`src/rtl/opig_pkg.sv`:
```
// Package for the program memory integrity guard: modes, addresses, carriers
package opig_pkg;
  localparam int OPIG_AW = 12;
  localparam int OPIG_DW = 8;
  localparam int OPIG_FULL_BYTES = 4096;
  localparam int OPIG_QUAD_BYTES = 2048;
  localparam int OPIG_BANK_SHIFT = 11;
  localparam logic [7:0] OPIG_MODE_DIRECT = 8'h00;
  localparam logic [7:0] OPIG_MODE_PARITY = 8'h0F;
  localparam logic [7:0] OPIG_MODE_QUAD = 8'hF0;
  localparam logic [7:0] OPIG_BLANK = 8'hFF;
  localparam logic [11:0] OPIG_CFG1_ADDR = 12'h001;
  localparam logic [11:0] OPIG_CFG2_ADDR = 12'h002;
  localparam int OPIG_LOCK_LSB = 0;
  localparam logic [1:0] OPIG_LOCK_DIS_MASK = 2'h3;
  localparam logic [11:0] OPIG_CFG_BASE = 12'h000;
  localparam int OPIG_CFG_BYTES = 77;

  typedef enum logic [2:0] {
    OPIG_ST_DIRECT,
    OPIG_ST_PARITY,
    OPIG_ST_QUAD,
    OPIG_ST_RSVD
  } opig_mode_type;

  typedef struct packed {
    logic valid;
    logic ext;
    logic [11:0] addr;
  } opig_req_type;

  typedef struct packed {
    logic valid;
    logic refused;
    logic corrected;
    logic [7:0] data;
  } opig_rsp_type;
endpackage : opig_pkg

```
`src/rtl/opig_guard.sv`:
```
// Integrity guard on the OTP program read path with boot load and lock
// Summary of operation
// - Mode 00h: unchecked bytes, full 4kB space
// - Mode 0Fh: parity byte checks, corrects single-bit code errors
// - Mode F0h: four copies, space limited to 2kB
// - Mirrored fetch delivers AND of four banks
// - Unprogrammed bits read as one
// - Cleared lock-disable bits block external readout
// - Lock acts only after programming and power-on reset
// - Power-on reset auto-loads firmware and configuration
`timescale 1ns/10ps
module opig_guard
  import opig_pkg::*;
#(
  parameter int AW = OPIG_AW,
  parameter int BOOT_BYTES = OPIG_FULL_BYTES
) (
  // Clock and reset
  input wire logic clk_i,
  input wire logic rst_b_i,
  // Fetch and host read request
  input wire opig_req_type req_i,
  input wire logic sram_exec_i,
  // OTP array port, one-cycle read latency
  output logic [AW-1:0] otp_addr_o,
  output logic otp_rd_o,
  input wire logic [7:0] otp_code_i,
  input wire logic [7:0] otp_par_i,
  // Answer
  output opig_rsp_type rsp_o,
  // Boot copy to SRAM and configuration
  output logic boot_we_o,
  output logic [AW-1:0] boot_addr_o,
  output logic [7:0] boot_data_o,
  output logic boot_done_o,
  output logic [7:0] mode_o,
  output logic readout_lock_active_o
);
  typedef enum logic [2:0] {S_CFG1, S_CFG2, S_COPY, S_RUN} boot_st_type;

  boot_st_type st_q;
  logic [1:0] quad_q;
  logic [7:0] acc_q;
  logic [AW-1:0] ptr_q;
  logic [7:0] mode_q;
  logic lock_q;
  logic pend_q;
  logic pend_ext_q;
  logic pend_d_q;
  logic qrow0_q;
  logic copy_q;
  logic [AW-1:0] rd_addr_q;
  logic [7:0] fixed;
  logic flip_err;
  logic [7:0] syn;
  opig_mode_type mode_dec;

  // Parity code: bit i carries the XOR of code bits i, i+1 and i+3 (mod 8)
  function automatic logic [7:0] par_gen(input logic [7:0] d);
    logic [7:0] p;
    p = 8'h00;
    for (int i = 0; i < 8; i++) begin
      p[i] = d[i] ^ d[(i + 1) % 8] ^ d[(i + 3) % 8];
    end
    return p;
  endfunction : par_gen

  always_comb begin
    unique case (mode_q)
      OPIG_MODE_DIRECT: mode_dec = OPIG_ST_DIRECT;
      OPIG_MODE_PARITY: mode_dec = OPIG_ST_PARITY;
      OPIG_MODE_QUAD: mode_dec = OPIG_ST_QUAD;
      default: mode_dec = OPIG_ST_RSVD;
    endcase
  end

  // Single-bit correction: syndrome matches the column of one code bit
  always_comb begin
    syn = par_gen(otp_code_i) ^ otp_par_i;
    fixed = otp_code_i;
    flip_err = 1'b0;
    for (int b = 0; b < 8; b++) begin
      if (syn == par_gen(8'h01 << b)) begin
        fixed[b] = ~otp_code_i[b];
        flip_err = 1'b1;
      end
    end
  end

  // Boot sequencer: read config bytes, then copy program to SRAM
  always_ff @(posedge clk_i) begin
    if (!rst_b_i) begin
      st_q <= S_CFG1;
      ptr_q <= '0;
    end else begin
      case (st_q)
        S_CFG1: st_q <= S_CFG2;
        S_CFG2: st_q <= S_COPY;
        S_COPY: begin
          if (ptr_q == AW'(BOOT_BYTES - 1)) begin
            st_q <= S_RUN;
          end
          ptr_q <= ptr_q + AW'(1);
        end
        S_RUN: st_q <= S_RUN;
        default: st_q <= S_CFG1;
      endcase
    end
  end

  // Mode and lock are latched only during boot, so writes take effect
  // after the next power-on reset
  always_ff @(posedge clk_i) begin
    if (!rst_b_i) begin
      mode_q <= OPIG_MODE_DIRECT;
      lock_q <= 1'b0;
    end else begin
      if (st_q == S_CFG2) begin
        mode_q <= otp_code_i;
      end
      // Byte on the port in the first copy cycle is the cfg2 read
      if (st_q == S_COPY && ptr_q == '0) begin
        lock_q <= (otp_code_i[OPIG_LOCK_LSB +: 2] == 2'h0);
      end
    end
  end

  // Array addressing. Read is held on cfg1 through reset so its byte is
  // on the port when boot starts. A mirrored fetch reads two rows: the
  // code plane carries banks 0 and 1, the parity plane banks 2 and 3
  always_ff @(posedge clk_i) begin
    if (!rst_b_i) begin
      otp_addr_o <= OPIG_CFG1_ADDR;
      otp_rd_o <= 1'b1;
      quad_q <= 2'h0;
      pend_q <= 1'b0;
      pend_ext_q <= 1'b0;
    end else begin
      otp_rd_o <= 1'b1;
      pend_q <= 1'b0;
      case (st_q)
        S_CFG1: otp_addr_o <= OPIG_CFG2_ADDR;
        S_CFG2: otp_addr_o <= '0;
        S_COPY: otp_addr_o <= ptr_q + AW'(1);
        default: begin
          otp_rd_o <= 1'b0;
          quad_q <= 2'h0;
          if (quad_q == 2'h1) begin
            otp_rd_o <= 1'b1;
            otp_addr_o <= otp_addr_o | (AW'(1) << OPIG_BANK_SHIFT);
            pend_q <= 1'b1;
          end else if (req_i.valid) begin
            otp_rd_o <= 1'b1;
            pend_ext_q <= req_i.ext;
            if (mode_dec == OPIG_ST_QUAD) begin
              otp_addr_o <= AW'(req_i.addr[OPIG_BANK_SHIFT-1:0]);
              quad_q <= 2'h1;
            end else begin
              otp_addr_o <= req_i.addr[AW-1:0];
              pend_q <= 1'b1;
            end
          end
        end
      endcase
    end
  end

  // Tags for the byte returning from the array, one cycle behind its read
  always_ff @(posedge clk_i) begin
    if (!rst_b_i) begin
      pend_d_q <= 1'b0;
      qrow0_q <= 1'b0;
      copy_q <= 1'b0;
      rd_addr_q <= '0;
    end else begin
      pend_d_q <= pend_q;
      qrow0_q <= (quad_q == 2'h1);
      copy_q <= (st_q == S_COPY);
      rd_addr_q <= otp_addr_o;
    end
  end

  // First row of a mirrored fetch waits here for the second one;
  // reset value is the blank level of the array
  always_ff @(posedge clk_i) begin
    if (!rst_b_i) begin
      acc_q <= OPIG_BLANK;
    end else if (qrow0_q) begin
      acc_q <= otp_code_i & otp_par_i;
    end
  end

  // Answer stage
  always_ff @(posedge clk_i) begin
    if (!rst_b_i) begin
      rsp_o <= '0;
    end else begin
      rsp_o <= '0;
      if (pend_d_q) begin
        rsp_o.valid <= 1'b1;
        if (pend_ext_q && lock_q) begin
          rsp_o.refused <= 1'b1;
          rsp_o.data <= OPIG_BLANK;
        end else if (mode_dec == OPIG_ST_QUAD) begin
          rsp_o.data <= acc_q & otp_code_i & otp_par_i;
        end else if (mode_dec == OPIG_ST_PARITY) begin
          rsp_o.data <= fixed;
          rsp_o.corrected <= flip_err;
        end else begin
          rsp_o.data <= otp_code_i;
        end
      end
    end
  end

  // Boot copy writes raw array bytes, corrected ones in parity mode; no mask is applied on this path
  always_ff @(posedge clk_i) begin
    if (!rst_b_i) begin
      boot_we_o <= 1'b0;
      boot_addr_o <= '0;
      boot_data_o <= '0;
      boot_done_o <= 1'b0;
      mode_o <= OPIG_MODE_DIRECT;
      readout_lock_active_o <= 1'b0;
    end else begin
      boot_we_o <= copy_q;
      boot_addr_o <= rd_addr_q;
      boot_data_o <= (mode_dec == OPIG_ST_PARITY) ? fixed : otp_code_i;
      boot_done_o <= (st_q == S_RUN);
      mode_o <= mode_q;
      readout_lock_active_o <= lock_q && (st_q == S_RUN || sram_exec_i);
    end
  end

  property p_quad_two_reads;
    @(posedge clk_i) disable iff (!rst_b_i)
      (st_q == S_RUN && mode_dec == OPIG_ST_QUAD && req_i.valid &&
       quad_q == 2'h0) |=> otp_rd_o [*2];
  endproperty
  a_quad_two_reads: assert property (p_quad_two_reads)
    else $error("quad fetch did not read both rows of banks");

  property p_quad_bank_limit;
    @(posedge clk_i) disable iff (!rst_b_i)
      (st_q == S_RUN && mode_dec == OPIG_ST_QUAD && req_i.valid &&
       quad_q == 2'h0) |=> !otp_addr_o[OPIG_BANK_SHIFT]
        ##1 otp_addr_o[OPIG_BANK_SHIFT];
  endproperty
  a_quad_bank_limit: assert property (p_quad_bank_limit)
    else $error("quad fetch not in first 2kB bank");

  property p_lock_refuses;
    @(posedge clk_i) disable iff (!rst_b_i)
      (rsp_o.valid && $past(pend_ext_q) && $past(lock_q)) |-> rsp_o.refused;
  endproperty
  a_lock_refuses: assert property (p_lock_refuses)
    else $error("locked external read not refused");

  property p_lock_stable;
    @(posedge clk_i) disable iff (!rst_b_i)
      (st_q == S_RUN) |=> $stable(lock_q) && $stable(mode_q);
  endproperty
  a_lock_stable: assert property (p_lock_stable)
    else $error("lock or mode changed without power-on reset");

  property p_boot_starts;
    @(posedge clk_i) disable iff (!rst_b_i)
      $rose(rst_b_i) |-> ##4 boot_we_o;
  endproperty
  a_boot_starts: assert property (p_boot_starts)
    else $error("boot copy did not start after reset");

  property p_direct_pass;
    @(posedge clk_i) disable iff (!rst_b_i)
      (pend_d_q && !(pend_ext_q && lock_q) && mode_dec == OPIG_ST_DIRECT)
        |=> rsp_o.data == $past(otp_code_i);
  endproperty
  a_direct_pass: assert property (p_direct_pass)
    else $error("direct mode altered a byte");

  property p_parity_clean;
    @(posedge clk_i) disable iff (!rst_b_i)
      (pend_d_q && mode_dec == OPIG_ST_PARITY && syn == 8'h00 &&
       !(pend_ext_q && lock_q)) |=> rsp_o.data == $past(otp_code_i) &&
       !rsp_o.corrected;
  endproperty
  a_parity_clean: assert property (p_parity_clean)
    else $error("clean parity byte altered");

  property p_copy_raw;
    @(posedge clk_i) disable iff (!rst_b_i)
      (copy_q && mode_dec != OPIG_ST_PARITY)
        |=> boot_we_o && boot_data_o == $past(otp_code_i);
  endproperty
  a_copy_raw: assert property (p_copy_raw)
    else $error("boot copy changed a byte");
endmodule : opig_guard

```
`config.mk`:
```
export PLATFORM = sky130hd
export DESIGN_NAME = opig_guard
export DESIGN_NICKNAME = d
export VERILOG_FILES = /design/src/rtl/opig_pkg.sv /design/src/rtl/opig_guard.sv
export SDC_FILE = /design/constraint.sdc
export NUM_CORES = 1
export LEC_CHECK = 0
export ABC_AREA = 0
export BUFFER_PORTS_ARGS = -buffer_cell sky130_fd_sc_hd__buf_2
export CORE_MARGIN = 4
export CORE_UTILIZATION = 30
export DETAILED_ROUTE_END_ITERATION = 10
export GPL_TIMING_DRIVEN = 0
export PLACE_DENSITY = 0.45
export SLEW_MARGIN = 20
export SYNTH_ARGS = -nofsm -noshare
export SYNTH_HDL_FRONTEND = slang
export SYNTH_SLANG_ARGS = --single-unit
```
`constraint.sdc`:
```
create_clock -name clk_i -period 5.8 [get_ports clk_i]
set_input_delay 0.58 -clock clk_i [delete_from_list [all_inputs] [get_ports clk_i]]
set_output_delay 0.58 -clock clk_i [all_outputs]
set_load 0.02 [all_outputs]
```
==> impl_metrics.toml <==
[power]
power_leakage_uw = 0.00238
ir_worst_vdd_mv = 0.142
power_density_mw_per_mm2 = 324

[sta]
rsz0062_at_grt = "no"
worst_pin_slew_ns = 0.680
fin_crit_sh_pct = 41.0
finalSetupViolations = 0
slew_headroom_pct = 54.7
fmaxAchievable_ghz = 0.421
slew_viol_final = 0
period_needed_ns = 2.38
fin_skew_ns = 0.0107
tns_ns = 0
finalHoldViolations = 0

[finish]
fillers = 1546
finalInstanceArea_mm2 = 0.00560
seqCellArea_mm2 = 0.00208
nets = 611
antennaDiodeCount = 0
instances_no_fill = 762
syn2layout_area_growth_pct = 20.4
drive_gt1_share_pct = 23.2
final_util_pct = 36.9
multi_input_area_mm2 = 0.00233

[routing]
antenna_left = 0
via_count = 3518
dr.pass1.iters = 4
drc_errors = 0
wirelength_um = 12200
drtIter0Drc = 176
wl_per_cell_um = 16.0
vias_per_cell = 4.62

[clocking]
ctsLongestPathBuffers = 2
h-tree-depth = 3
cts_setup_buffers = 0
cts_buffers = 9
cts_resized = 0
cts_tree = "done"
root_buffer = "clkbuf_16"
clock-sinks = 104
clock_latency_ns = 0.36
postCtsHoldBufs = 0
clk_pin_slew_worst_paths_ns = 0.08

[synth]
netlist_area_mm2 = 0.00465
syn_avg_cell_area_um2 = 9.70
synth.area.top_cells = "dfxtp_1 (45%), and2_1 (5.5%), xor2_1 (4.3%), nor2_1 (3.8%), xnor2_1 (3.6%)"
async_flop_share_pct = 0
yosys_warnings = 0
synth.most_common_cell = "dfxtp_1"
synth_fp_nets = 522
synth_cell_types = 48
synth_top_area_cell = "dfxtp_1"
yosys-top-cells-count = "dfxtp_1 (104), nor2_1 (47), and2_1 (41), nand2_1 (41), xor2_1 (23)"
synth_edf_count = 0
ys.flop_type = "dfxtp_1"
synth_cells = 480
ys_ff_latch = 104
yosys.area.top_type_share_pct = 44.7
seq_area_frac_synth_pct = 44.7

[die]
dieWidth_um = 133
start_util_pct = 30.6
io_pins = 88
die_h_um = 133
die-area_mm2 = 0.0176
rows = 45
core_area_mm2 = 0.0152

[global_route]
grt_pass1_vias = 3589
grt_max_degree = 20
gr-usage-all-layers_pct = 14.3
antenna_found_initial = 0
overflow = 0
grt_pass1_wl_um = 19600

[critical_path]
path_delay_family = "XOR/XNOR gates"
path_class = "in2reg"
path_cells = "buf_2 > inv_1 > ha_1 > xnor2_1 > xor2_1 > nor4_1 > nand3_1 > xnor2_1 > a211oi_1"
cp_slowest_cell = "nor4_1"
startpoint_type = "input port"
critPathMostFrequentCell = "xnor2_1"
critical_path.max_stage_delay_ns = 0.36
arrival_ns = 2.64
required_ns = 6.07
end_kind = "flip-flop"
cp_max_fo = 6
critPathBufInv = 2

[min_path]
min_path_type = "reg2reg"

[placed_design]
dpl.cell_count = 746
io_buffers = 78
place.gp.congestion = 0.839
place_area_mm2 = 0.00528
dp_hpwl_um = 9330

[run_status]
status = "finished clean"

[run]
maxCapViolCount = 0
-- per-layer routing --
layer  part of all wire, %  global-route usage [%]  wire length, µm  vias up
met5                     0                       0                0        -
met4                   2.0                    5.95              246        0
met3                   5.3                    3.31              647       17
met2                    44                    21.6             5350       90
met1                    49                    19.8             5980     1618
li1                      -                       -                -     1793
-- logic make-up after synthesis --
kind of cell	after synthesis	share of synthesized area, %
and+or+nand+nor	191	21.7
AOI/OAI and AO/OA	63	9.09
DFF	104	44.7
buffers and inverters	44	5.22
adders and majority gates	9	2.42
muxes	11	2.37
xor gates and xnor gates	58	14.5
-- final cells by class --
type / count / area share (%)
inverters: 10 / 0.670
clock buffers: 10 / 4.27
plain buffers: 34 / 3.66
flip-flops and latches: 104 / 37.2
multi-input cells: 332 / 41.6
clock inverters: 6 / 1.50
repair buffers: 78 / 6.97
well taps: 188 / 4.20
-- layout by cell type (no fill, tap or decap), drive strengths merged, types with 9 or more instances in the layout --
cell	Yosys	layout
inv	10	13
nand3	12	12
ha	9	9
o21ai	15	15
and2	42	42
xor2	32	32
a22oi	9	9
buf	9	87
nand4	14	14
a211oi	17	17
nand2	43	43
mux2i	11	11
clkbuf	23	33
dfxtp	104	104
xnor2	26	26
nor2	47	47
-- worst paths after layout --
kind	startpoint	endpoint	slack [ns]	depth (start not counted)
setup / recovery	otp_code_i[1]	rsp_o[0]$_SDFF_PN0_	3.42	9
hold / removal	pend_q$_SDFF_PP0_	pend_d_q$_SDFF_PN0_	0.43	1
setup reg to reg	st_q[1]$_SDFFE_PN0P_	otp_addr_o[0]$_SDFFE_PN1P_	3.58	8
hold reg to reg	pend_q$_SDFF_PP0_	pend_d_q$_SDFF_PN0_	0.43	1
-- stage by stage --
stage                     total power, µW  hold WS, ns  setup slack [ns]
after global routing                 1910        0.447              3.18
final                                1810        0.431              3.42
after CTS                            1840        0.430              3.40
after global placement               1180        0.415              3.02
after detailed placement             1180        0.418              3.04
after floorplan                      1070        0.412              3.42
-- sequential cells by signal (all words and copies together), names as in the netlist --
register	cells
boot_addr_o	12
otp_addr_o	12
ptr_q	12
rd_addr_q	12
rsp_o	11
acc_q	8
boot_data_o	8
mode_o	8
mode_q	8
st_q	2
boot_done_o	1
boot_we_o	1
copy_q	1
lock_q	1
otp_rd_o	1
pend_d_q	1
pend_ext_q	1
pend_q	1
qrow0_q	1
quad_q	1
readout_lock_active_o	1
-- power breakdown --
part / leakage (µW) / switching, µW / total, µW / internal [µW]
sequential: 0.000847 / 31.1 / 798 / 766
combinational: 0.00137 / 225 / 361 / 136
clock: 0.000158 / 296 / 654 / 357
total: 0.00238 / 553 / 1810 / 1260
No activity file was read; power rests on OpenSTA's default activity.
